<file path="src/pkg/spdc_map.svh">
// spdc register offsets, fields, reset values and timing counts
`ifndef SPDC_MAP_SVH
`define SPDC_MAP_SVH
// ----------------------------------------
// clock and timing
// ----------------------------------------
`define SPDC_CLK_HZ        25000000
`define SPDC_OSC_HZ        60000
`define SPDC_OSC_DIV       (`SPDC_CLK_HZ / `SPDC_OSC_HZ)
`define SPDC_BLANK_NS      1000
`define SPDC_BLANK_CYC     ((`SPDC_BLANK_NS * (`SPDC_CLK_HZ / 1000000) + 999) / 1000)
`define SPDC_DECAY_NS      2000
`define SPDC_DECAY_CYC     ((`SPDC_DECAY_NS * (`SPDC_CLK_HZ / 1000000) + 999) / 1000)
// ----------------------------------------
// register offsets
// ----------------------------------------
`define SPDC_OFF_CTRL      8'h00
`define SPDC_OFF_STATUS    8'h04
`define SPDC_OFF_IRQ_STS   8'h08
`define SPDC_OFF_IRQ_MASK  8'h0C
// ----------------------------------------
// fields and reset values
// ----------------------------------------
`define SPDC_CTRL_EN       0
`define SPDC_CTRL_OSC_EXT  1
`define SPDC_CTRL_RST      2'h1
`define SPDC_EV_THERM      0
`define SPDC_EV_TRIP_A     1
`define SPDC_EV_TRIP_B     2
`define SPDC_EV_W          3
`define SPDC_MASK_RST      3'h0
`endif

</file>
<file path="src/pkg/spdc_pkg.sv">
// spdc shared types
package spdc_pkg;
  typedef enum logic [1:0] {DIR_OFF, DIR_POS, DIR_NEG} spdc_dir_t;
  typedef struct packed {
    logic src_p;
    logic snk_p;
    logic src_n;
    logic snk_n;
  } spdc_drive_t;
  typedef struct packed {
    logic        psel;
    logic        penable;
    logic        pwrite;
    logic [7:0]  paddr;
    logic [31:0] pwdata;
  } spdc_apb_req_t;
endpackage : spdc_pkg

</file>
<file path="src/core/spdc_top.sv">
// stepper phase decoder with per-bridge current chopper and apb registers
`timescale 1ns/1ns
`include "spdc_map.svh"
// Functional notes
// - inhibit low switches both bridges off
// - lowest select bit: two-phase or one-phase
// - three select bits become four half-bridge controls
// - codes 000 to 100 follow printed table
// - thermal shutdown with hysteresis disables both bridges
// - over-current flag resets the bridge latch
// - oscillator rising edge sets each latch
// - one common oscillator paces both choppers
// - only sink transistors chop, source stays on
// - reversal or shutdown uses fast decay
// - comparator input grounded while sink turns on
module spdc_top #(
  parameter int unsigned OSC_DIV   = `SPDC_OSC_DIV,
  parameter int unsigned BLANK_CYC = `SPDC_BLANK_CYC,
  parameter int unsigned DECAY_CYC = `SPDC_DECAY_CYC
) (
  // clock and reset
  input  wire logic                  CLK,
  input  wire logic                  RESET,
  // apb slave
  input  wire spdc_pkg::spdc_apb_req_t APB_REQ,
  output logic [31:0]                PRDATA,
  output logic                       PREADY,
  output logic                       PSLVERR,
  // step select and inhibit
  input  wire logic                  INH_N,
  input  wire logic                  STEP_SEL_MSB,
  input  wire logic                  STEP_SEL_MID,
  input  wire logic                  PHASE_COUNT_SEL,
  // oscillator, comparators, thermal sense
  input  wire logic                  OSC_EXT,
  input  wire logic [1:0]            OC_FLAG,
  input  wire logic                  THERM_HOT,
  input  wire logic                  THERM_COOL,
  // bridge drive, comparator blanking and interrupt
  output spdc_pkg::spdc_drive_t      WINDING_A_DRV,
  output spdc_pkg::spdc_drive_t      WINDING_B_DRV,
  output logic [1:0]                 CMP_BLANK,
  output logic                       IRQ
);
  import spdc_pkg::*;

  // ----------------------------------------
  // apb decode
  // ----------------------------------------
  logic [1:0]  ctrl_q;
  logic [2:0]  sts_q;
  logic [2:0]  mask_q;
  logic [31:0] prdata_q;
  logic        pready_q;
  logic        pslverr_q;
  logic        irq_q;
  logic        tsd_q;
  logic [1:0]  lat_q;
  spdc_dir_t   app_q [2];

  // map: control at 0x00 (enable, oscillator source), status at 0x04 read-only,
  // event status at 0x08 (write one to clear), event mask at 0x0C;
  // unmapped offsets answer with pslverr and read as zero
  wire setup_ph  = APB_REQ.psel & ~APB_REQ.penable;
  wire access_wr = APB_REQ.psel & APB_REQ.penable & APB_REQ.pwrite & pready_q;
  wire hit_ctrl  = APB_REQ.paddr == `SPDC_OFF_CTRL;
  wire hit_stat  = APB_REQ.paddr == `SPDC_OFF_STATUS;
  wire hit_ists  = APB_REQ.paddr == `SPDC_OFF_IRQ_STS;
  wire hit_mask  = APB_REQ.paddr == `SPDC_OFF_IRQ_MASK;
  wire hit_any   = hit_ctrl | hit_stat | hit_ists | hit_mask;
  wire wr_ctrl   = access_wr & hit_ctrl;
  wire wr_ists   = access_wr & hit_ists;
  wire wr_mask   = access_wr & hit_mask;

  wire [31:0] status_w = {24'h0000_00, INH_N, tsd_q, lat_q,
                          app_q[1], app_q[0]};
  wire [31:0] rd_mux   = hit_ctrl ? {30'h0000_0000, ctrl_q}  :
                         hit_stat ? status_w                :
                         hit_ists ? {29'h0000_0000, sts_q}   :
                         hit_mask ? {29'h0000_0000, mask_q}  : 32'h0000_0000;

  // one setup cycle, answer in the first access cycle
  wire        pready_d  = setup_ph;
  wire        pslverr_d = setup_ph & ~hit_any;
  wire [31:0] prdata_d  = (setup_ph & ~APB_REQ.pwrite) ? rd_mux : 32'h0000_0000;

  always_ff @(posedge CLK or posedge RESET) begin
    if (RESET) begin
      pready_q  <= 1'b0;
      pslverr_q <= 1'b0;
      prdata_q  <= 32'h0000_0000;
    end else begin
      pready_q  <= pready_d;
      pslverr_q <= pslverr_d;
      prdata_q  <= prdata_d;
    end
  end

  // ----------------------------------------
  // control registers
  // ----------------------------------------
  wire [1:0] ctrl_d = wr_ctrl ? APB_REQ.pwdata[1:0] : ctrl_q;
  wire [2:0] mask_d = wr_mask ? APB_REQ.pwdata[2:0] : mask_q;

  always_ff @(posedge CLK or posedge RESET) begin
    if (RESET) begin
      ctrl_q <= `SPDC_CTRL_RST;
      mask_q <= `SPDC_MASK_RST;
    end else begin
      ctrl_q <= ctrl_d;
      mask_q <= mask_d;
    end
  end

  // ----------------------------------------
  // common oscillator
  // ----------------------------------------
  logic [15:0] osc_cnt_q;
  logic        osc_int_q;
  logic        osc_prev_q;

  wire         osc_wrap  = osc_cnt_q == 16'(OSC_DIV - 1);
  wire [15:0]  osc_cnt_d = osc_wrap ? 16'h0000 : osc_cnt_q + 16'h0001;
  wire         osc_int_d = osc_cnt_q < 16'(OSC_DIV / 2);
  wire         osc_src   = ctrl_q[`SPDC_CTRL_OSC_EXT] ? OSC_EXT : osc_int_q;
  // one edge shared by both bridges keeps their chop periods aligned
  wire         osc_rise  = osc_src & ~osc_prev_q;

  always_ff @(posedge CLK or posedge RESET) begin
    if (RESET) begin
      osc_cnt_q  <= 16'h0000;
      osc_int_q  <= 1'b0;
      osc_prev_q <= 1'b0;
    end else begin
      osc_cnt_q  <= osc_cnt_d;
      osc_int_q  <= osc_int_d;
      osc_prev_q <= osc_src;
    end
  end

  // ----------------------------------------
  // thermal shutdown and enable
  // ----------------------------------------
  // hot sets, only the cool flag (30 below trip) releases
  wire tsd_d     = THERM_HOT | (tsd_q & ~THERM_COOL);
  wire bridge_en = INH_N & ~tsd_q & ctrl_q[`SPDC_CTRL_EN];

  always_ff @(posedge CLK or posedge RESET) begin
    if (RESET) begin
      tsd_q <= 1'b0;
    end else begin
      tsd_q <= tsd_d;
    end
  end

  // ----------------------------------------
  // step select decode
  // ----------------------------------------
  wire [2:0] step_sel = {STEP_SEL_MSB, STEP_SEL_MID, PHASE_COUNT_SEL};
  spdc_dir_t dec_dir [2];

  // odd codes leave one winding unpowered, even codes drive both
  always_comb begin
    unique case (step_sel)
      3'h0: begin
        dec_dir[0] = DIR_POS;
        dec_dir[1] = DIR_NEG;
      end
      3'h1: begin
        dec_dir[0] = DIR_POS;
        dec_dir[1] = DIR_OFF;
      end
      3'h2: begin
        dec_dir[0] = DIR_POS;
        dec_dir[1] = DIR_POS;
      end
      3'h3: begin
        dec_dir[0] = DIR_OFF;
        dec_dir[1] = DIR_POS;
      end
      3'h4: begin
        dec_dir[0] = DIR_NEG;
        dec_dir[1] = DIR_POS;
      end
      3'h5: begin
        dec_dir[0] = DIR_NEG;
        dec_dir[1] = DIR_OFF;
      end
      3'h6: begin
        dec_dir[0] = DIR_NEG;
        dec_dir[1] = DIR_NEG;
      end
      3'h7: begin
        dec_dir[0] = DIR_OFF;
        dec_dir[1] = DIR_NEG;
      end
    endcase
  end

  // ----------------------------------------
  // per-bridge chopper
  // ----------------------------------------
  spdc_drive_t drv_q   [2];
  logic [1:0]  blank_q;
  logic [1:0]  trip_ev;

  for (genvar i = 0; i < 2; i++) begin : g_bridge
    logic [15:0] dcy_q;
    logic [15:0] blk_q;
    spdc_dir_t   tgt;
    spdc_dir_t   app_d;
    spdc_drive_t drv_d;

    assign tgt = bridge_en ? dec_dir[i] : DIR_OFF;

    wire chg      = tgt != app_q[i];
    // any change away from a live direction first drops all four switches
    wire go_decay = chg & (app_q[i] != DIR_OFF);
    wire apply    = chg & (app_q[i] == DIR_OFF) & (dcy_q == 16'h0000);
    assign app_d  = go_decay ? DIR_OFF : (apply ? tgt : app_q[i]);

    // fixed dwell: a winding slower than the dwell may still carry current
    wire [15:0] dcy_d = go_decay ? 16'(DECAY_CYC) :
                        (dcy_q != 16'h0000) ? dcy_q - 16'h0001 : 16'h0000;

    // latch set on each rising oscillator edge or when a direction is applied
    wire set_l = (apply & (tgt != DIR_OFF)) |
                 (osc_rise & (app_q[i] != DIR_OFF) & ~go_decay);
    // flag ignored while blanked, so the turn-on spike cannot trip it
    wire clr_l = OC_FLAG[i] & (blk_q == 16'h0000);
    // set wins over a same-cycle reset
    wire lat_d = ~go_decay & (set_l | (lat_q[i] & ~clr_l));
    assign trip_ev[i] = lat_q[i] & clr_l & ~set_l & ~go_decay;

    wire [15:0] blk_d = set_l ? 16'(BLANK_CYC) :
                        (blk_q != 16'h0000) ? blk_q - 16'h0001 : 16'h0000;

    // source side holds on through the off part of the period
    always_comb begin
      drv_d = '0;
      unique case (app_d)
        DIR_POS: begin
          drv_d.src_p = 1'b1;
          drv_d.snk_n = lat_d;
        end
        DIR_NEG: begin
          drv_d.src_n = 1'b1;
          drv_d.snk_p = lat_d;
        end
        DIR_OFF: drv_d = '0;
      endcase
    end

    always_ff @(posedge CLK or posedge RESET) begin
      if (RESET) begin
        app_q[i]   <= DIR_OFF;
        dcy_q      <= 16'h0000;
        lat_q[i]   <= 1'b0;
        blk_q      <= 16'h0000;
        drv_q[i]   <= '0;
        blank_q[i] <= 1'b0;
      end else begin
        app_q[i]   <= app_d;
        dcy_q      <= dcy_d;
        lat_q[i]   <= lat_d;
        blk_q      <= blk_d;
        drv_q[i]   <= drv_d;
        blank_q[i] <= blk_d != 16'h0000;
      end
    end
  end

  // ----------------------------------------
  // interrupts
  // ----------------------------------------
  wire [2:0] ev    = {trip_ev[1], trip_ev[0], tsd_d & ~tsd_q};
  wire [2:0] w1c   = wr_ists ? APB_REQ.pwdata[2:0] : 3'h0;
  // a new event outlives a clear written in the same cycle
  wire [2:0] sts_d = (sts_q & ~w1c) | ev;
  wire       irq_d = |(sts_d & mask_q);

  always_ff @(posedge CLK or posedge RESET) begin
    if (RESET) begin
      sts_q <= 3'h0;
      irq_q <= 1'b0;
    end else begin
      sts_q <= sts_d;
      irq_q <= irq_d;
    end
  end

  // ----------------------------------------
  // outputs
  // ----------------------------------------
  assign PRDATA        = prdata_q;
  assign PREADY        = pready_q;
  assign PSLVERR       = pslverr_q;
  assign WINDING_A_DRV = drv_q[0];
  assign WINDING_B_DRV = drv_q[1];
  assign CMP_BLANK     = blank_q;
  assign IRQ           = irq_q;
endmodule : spdc_top

</file>
<file path="config.mk">
export PLATFORM = sky130hd
export DESIGN_NAME = spdc_top
export DESIGN_NICKNAME = d
export VERILOG_FILES = /design/src/pkg/spdc_pkg.sv /design/src/core/spdc_top.sv
export VERILOG_INCLUDE_DIRS = /design/src /design/src/pkg
export SDC_FILE = /design/constraint.sdc
export NUM_CORES = 1
export LEC_CHECK = 0
export ABC_CLOCK_PERIOD_IN_PS = 8500
export BUFFER_PORTS_ARGS = -buffer_cell sky130_fd_sc_hd__buf_4
export CAP_MARGIN = 30
export CORE_UTILIZATION = 37
export CTS_CLUSTER_DIAMETER = 100
export CTS_CLUSTER_SIZE = 16
export DETAILED_ROUTE_END_ITERATION = 7
export GPL_ROUTABILITY_DRIVEN = 0
export SKIP_LAST_GASP = 1
export SYNTH_ARGS = -nofsm -noshare
export SYNTH_HDL_FRONTEND = slang
export SYNTH_SLANG_ARGS = --single-unit
</file>
<file path="constraint.sdc">
create_clock -name CLK -period 8.5 [get_ports CLK]
set_input_delay 1.7 -clock CLK [delete_from_list [all_inputs] [get_ports CLK]]
set_output_delay 1.7 -clock CLK [all_outputs]
set_load 0.02 [all_outputs]
</file>
# Word-level counts from Yosys, hierarchy flattened

Memories as Yosys holds them, arrays and structs flattened.
Cells that the tools add are included.

Logic and storage cells: 154
RAM bits: 0
Output and inout port bits: 45
Latch bits: 0
Memory bits (read-only): 32
Memories: 1
Flip-flop bits (word level): 118

Memories:

| memory           | depth | bits a word | read ports | clocked after memory_dff | write ports | RTL line        | RTL |
|---|---|---|---|---|---|---|---|
| (name not given) | 8     | 4           | 1          | 0                        | 0           | spdc_top.sv:164 | `unique case (step_sel)` |

Reduce and logical (&&, ||, !) cells: 18
$mul: 0
Shifts and indexed selects: 0
Divide/modulo/power cells: 0
Bitwise operators: 62
Muxes and demuxes: 28
Equality and inequality tests: 10
$add $sub $neg: 5
Order comparisons: 1

Operators with widths:

| cell                                                                           | number |
|---|---|
| 16-bit two-way mux                                                             | 9 |
| 16-bit nonzero test                                                            | 6 |
| 16-bit zero test                                                               | 4 |
| 16-bit by 1-bit subtractor with 16-bit output (second input constant)          | 4 |
| 1-bit AND                                                                      | 38 |
| 8-bit two-way mux                                                              | 3 |
| 16-bit by 1-bit adder with 16-bit output (second input constant)               | 1 |
| 16-bit by 9-bit == test with 1-bit output (second input constant)              | 1 |
| 8-bit by 4-bit == test with 1-bit output (second input constant)               | 2 |
| 16-bit by 8-bit less-than comparator with 1-bit output (second input constant) | 1 |
| 2-bit two-way mux                                                              | 8 |
| 1-bit inverter                                                                 | 12 |
| 3-bit two-way mux                                                              | 3 |
| 8-bit by 3-bit == test with 1-bit output (second input constant)               | 1 |
| 8-bit zero test                                                                | 1 |
| 1-bit OR                                                                       | 8 |
| 2-bit nonzero test                                                             | 4 |
| 3-bit AND                                                                      | 2 |
| 1-bit two-way mux                                                              | 5 |
| 2-bit by 1-bit == test with 1-bit output (second input constant)               | 2 |
| 2-bit == test (second input constant)                                          | 2 |
| 2-bit zero test                                                                | 2 |
| 2-bit != test                                                                  | 2 |
| 3-bit inverter                                                                 | 1 |
| 2 further kinds                                                                | 2 |

# Longest topological paths before layout

Word-level depth: 15
Mapped depth: 10

# Worst setup path after synthesis

No wires, ideal clock.

Path type: input to register
Start: input PHASE_COUNT_SEL
End: register g_bridge[1].blk_q[10]
Path slack: 5.155 ns
Library setup time: 0.132 ns
Stages: 7
Buffers on the path: 2
Data arrival time: 3.213 ns
Path through: clkbuf_1 > nor4b_1 > a311oi_1 > a2111oi_0 > or3_1 > clkbuf_1 > nor2_1

Cells in the longest elaborated chain, start to end: 8
Elaborated cells on any way between the ends: 12
Classes of those cells: 1 x eq/ne; 2 x mux; 7 x bitwise; 1 x reduce/logical; 1 x memory

Ends and longest elaborated chain:

| item                                               | RTL line                         | RTL |
|---|---|---|
| start: declaration                                 | spdc_top.sv:33                   | `input wire logic PHASE_COUNT_SEL,` |
| memory read 8 x 4 bit (*)                          | -                                |  |
| 2-bit two-way mux (*)                              | spdc_top.sv:214                  | `assign tgt = bridge_en ? dec_dir[i] : DIR_OFF;` |
| 2-bit != test                                      | spdc_top.sv:216                  | `wire chg = tgt != app_q[i];` |
| 1-bit AND (on tied branches)                       | spdc_top.sv:219, spdc_top.sv:218 |  |
| 1-bit AND / 1-bit inverter (equally long branches) | spdc_top.sv:219, spdc_top.sv:228 |  |
| 1-bit AND (on tied branches)                       | spdc_top.sv:227, spdc_top.sv:228 |  |
| 1-bit OR (*)                                       | spdc_top.sv:227                  | `wire set_l = (apply & (tgt != DIR_OFF)) \|` |
| 16-bit two-way mux (*)                             | spdc_top.sv:235                  | `wire [15:0] blk_d = set_l ? 16'(BLANK_CYC) :` |
| named net g_bridge[1].blk_d[10]                    | spdc_top.sv:235                  |  |
| end signal: assignment                             | spdc_top.sv:266                  | `blk_q <= blk_d;` |
| end: declaration                                   | spdc_top.sv:209                  | `logic [15:0] blk_q;` |

Mark *: on every way through the listed nets, which the timed path passes. The rest lies on a longest branch.
A chain may end at the register's enable or synchronous reset.

# Worst setup path in the final report

Start: input STEP_SEL_MID
End: register g_bridge[1].blk_q[10]

Cells in the longest elaborated chain, start to end: 8
Elaborated cells on any way between the ends: 12
Classes of those cells: 1 x eq/ne; 2 x mux; 7 x bitwise; 1 x reduce/logical; 1 x memory

Ends and longest elaborated chain:

| item                                               | RTL line                         | RTL |
|---|---|---|
| start: declaration                                 | spdc_top.sv:32                   | `input wire logic STEP_SEL_MID,` |
| memory read 8 x 4 bit (*)                          | -                                |  |
| 2-bit two-way mux (*)                              | spdc_top.sv:214                  |  |
| 2-bit != test                                      | spdc_top.sv:216                  |  |
| 1-bit AND (on tied branches)                       | spdc_top.sv:219, spdc_top.sv:218 |  |
| 1-bit AND / 1-bit inverter (equally long branches) | spdc_top.sv:219, spdc_top.sv:228 |  |
| 1-bit AND (on tied branches)                       | spdc_top.sv:227, spdc_top.sv:228 |  |
| 1-bit OR (*)                                       | spdc_top.sv:227                  |  |
| 16-bit two-way mux (*)                             | spdc_top.sv:235                  |  |
| named net g_bridge[1].blk_d[10]                    | spdc_top.sv:235                  |  |

Marked as above.

==> results.yml <==
grt:
  met1_usage: 0.207
  grt_overflow: 0
  grtUsageTotal: 0.162
  grt_pass1_wl_um: 21200
  use_met3: 0.0439
  busiest_layer: "met2"
  grt_max_degree: 78
  antenna_found_initial: 0
  grt_util_met2: 0.259
  first_global_vias: 4390
critical_path:
  worstPathArrival_ps: 3480
  cp.required_ps: 8770
  startpoint_type: "input pin"
  critical_path_class: "input pin to flip-flop"
  end_kind: "flip-flop"
  crit_path_max_fanout: 13
power:
  switchingPower_mw: 0.286
  comb_power_share: 0.032
  power_frac_clock: 0.546
  leakagePower_nw: 3.17
  p_int_mw: 1.05
  irDropWorstVdd_mv: 0.140
  netSwitchingFraction: 0.214
  power_frac_seq: 0.422
  total_power_mw: 1.34
  power_density_nw_per_um2: 187
sta:
  fin_tns_setup_ps: 0
  max_freq_ghz: 0.312
  whs_ps: 468
  max_slew_margin: 0.381
  slew_viol_final: 0
  period_needed_ps: 3200
  setup_viol: 0
  hold_viol_final: 0
  finalCritPeriodShare: 0.377
  skew_ps: 5.64
  tightest_slew_ps: 921
  setup_ws_ps: 5300
  rsz0062_at_grt: "no"
floorplanning:
  die_area_um2: 17000
  die_h_um: 130
  coreArea_um2: 16000
  ios: 99
  rows: 46
  chipWidth_um: 130
  start_util: 0.381
final_layout:
  area_growth_pct: 17.6
  drive_gt1_frac: 0.151
  diodes: 0
  nNetsFinal: 729
  final_cells: 898
clocking:
  cts_tree: "done"
  htreeDepth: 4
  clk_pin_slew_worst_paths_ps: 50
  root_buffer: "clkbuf_16"
  clock_path_buffers: 2
  cts_resized: 0
  cts_setup_buffers: 0
  cts.sinks: 118
  clock_latency_ps: 410
  cts_inserted_buffers: 17
  cts_hold_buf: 0
synth:
  yosysTopAreaCell: "dfrtp_1"
  synth_ff_type: "dfrtp_1"
  yosysWarningCount: 0
  synth_area_um2: 6100
  synth_cell_types: 69
  avgSynthCellArea_um2: 9.75
  netlist_top_cells_area: "dfrtp_1, nor2_1, xnor2_1"
  ys_ff_latch: 118
  synthCells: 625
  synthArstFlopShare: 1.00
  seq_area_frac_synth: 0.485
  netlist.area_leader.share: 0.480
  synth_edf_count: 0
run:
  drv_cap: 0
placed_design:
  dp_worst_setup_slack_ps: 4860
  hpwl_um: 9050
  dp.cells: 865
  io_buffer_count: 45
route:
  via_per_inst: 5.06
  drtPass1Iterations: 4
  detail_route.wl_per_cell_um: 14.2
  ant_nets: 0
  wl_um: 12800
  drcViolationCount: 0
  drt_iter0_drc: 253
  vias: 4548
min_path:
  hold_path_class: "flip-flop to flip-flop"
run_status:
  status: "complete, no violations"
==> kinds of logic after synthesis <==
logic type               synth area share
AND/OR/NAND/NOR                     0.237
flip-flops                          0.485
AO/OA/AOI/OAI                      0.0983
buffers and inverters              0.0585
XOR/XNOR                           0.0874
multiplexers                       0.0209
adder cells (fa/ha/maj)            0.0123
other                            0.000615
==> worst max-delay path: stages <==
cell	delay [ps]
buf_4	150
nor4b_1	300
a311oi_1	90
a2111oi_0	630
or3_1	500
nor2_1	110
==> stage by stage <==
step,util,area (µm²)
global route,0.448,7170
floorplan,-,6180
finish,0.448,7170
global placement,0.408,6520
detailed placement,0.408,6530
CTS,0.446,7140
==> final timing paths <==
| kind | from | to | slack, ps | cells after the start |
|---|---|---|---|---|
| worst max-delay path | STEP_SEL_MID | g_bridge[1].blk_q[10]$_DFF_PP0_ | 5300 | 6 |
| worst min-delay path | g_bridge[1].dcy_q[0]$_DFF_PP0_ | g_bridge[1].dcy_q[0]$_DFF_PP0_ | 470 | 1 |
| worst max register to register | g_bridge[1].dcy_q[0]$_DFF_PP0_ | g_bridge[1].dcy_q[6]$_DFF_PP0_ | 5650 | 7 |
| worst min register to register | g_bridge[1].dcy_q[0]$_DFF_PP0_ | g_bridge[1].dcy_q[0]$_DFF_PP0_ | 470 | 1 |
| max in group asynchronous | RESET | ctrl_q[0]$_DFFE_PP1P_ | 6160 | 4 |
| min in group asynchronous | RESET | WINDING_B_DRV[1]$_DFF_PP0_ | 1340 | 2 |
==> per-layer routing <==
metal  share of wire  up-vias
met2            0.48       68
li1                -     2230
met4           0.022        0
met1            0.47     2227
met3           0.029       23
met5               0        -
==> placed cells by master, fill, tap and decap left out, types with 19 or more instances in the layout <==
cell     instances
conb_1          24
nor3_1          29
dfrtp_1        117
a21oi_1         19
nand2_1         41
xor2_1          22
nor2_1          94
buf_4           48
xnor2_1         37
==> registers in the layout (all words and copies together) (netlist names), 2 cells and up <==
register / flops
PRDATA: 8
WINDING_B_DRV: 4
mask_q: 3
lat_q: 2
g_bridge.dcy_q: 32
g_bridge.blk_q: 32
app_q: 4
osc_cnt_q: 16
WINDING_A_DRV: 4
CMP_BLANK: 2
ctrl_q: 2
sts_q: 3
==> cell type report <==
cell class	count	area, µm²
Clock inverter	12	153
Tap cell	216	270
Multi-Input combinational cell	464	2870
Inverter	19	73.8
Timing Repair Buffer	49	388
Clock buffer	20	457
Sequential cell	118	2950
Fill cell	1582	8830
==> synth_stat cells (11+ instances only) <==
| library cell | instances |
|---|---|
| dfrtp_1 | 117 |
| nor2_1 | 94 |
| nand2_1 | 41 |
| xnor2_1 | 37 |
| nor3_1 | 29 |
| buf_4 | 24 |
| xor2_1 | 22 |
| a21oi_1 | 19 |
| inv_1 | 19 |
| nand3_1 | 18 |
| o21ai_0 | 18 |
| clkbuf_1 | 17 |
| nor4_1 | 15 |
| or4_1 | 11 |
==> power by group through the flow <==
| stage | clock network, mW | registers, mW | logic [mW] |
|---|---|---|---|
| 2_1_floorplan | 0 | 0.574 | 0.0337 |
| 5_1_grt | 0.777 | 0.564 | 0.0482 |
| 6_report | 0.731 | 0.564 | 0.0429 |
| 3_3_place_gp | 0 | 0.574 | 0.0411 |
| 4_1_cts | 0.746 | 0.564 | 0.0420 |
| 3_5_place_dp | 0 | 0.574 | 0.0418 |
Note: power is estimated with default switching activity, not from simulation.
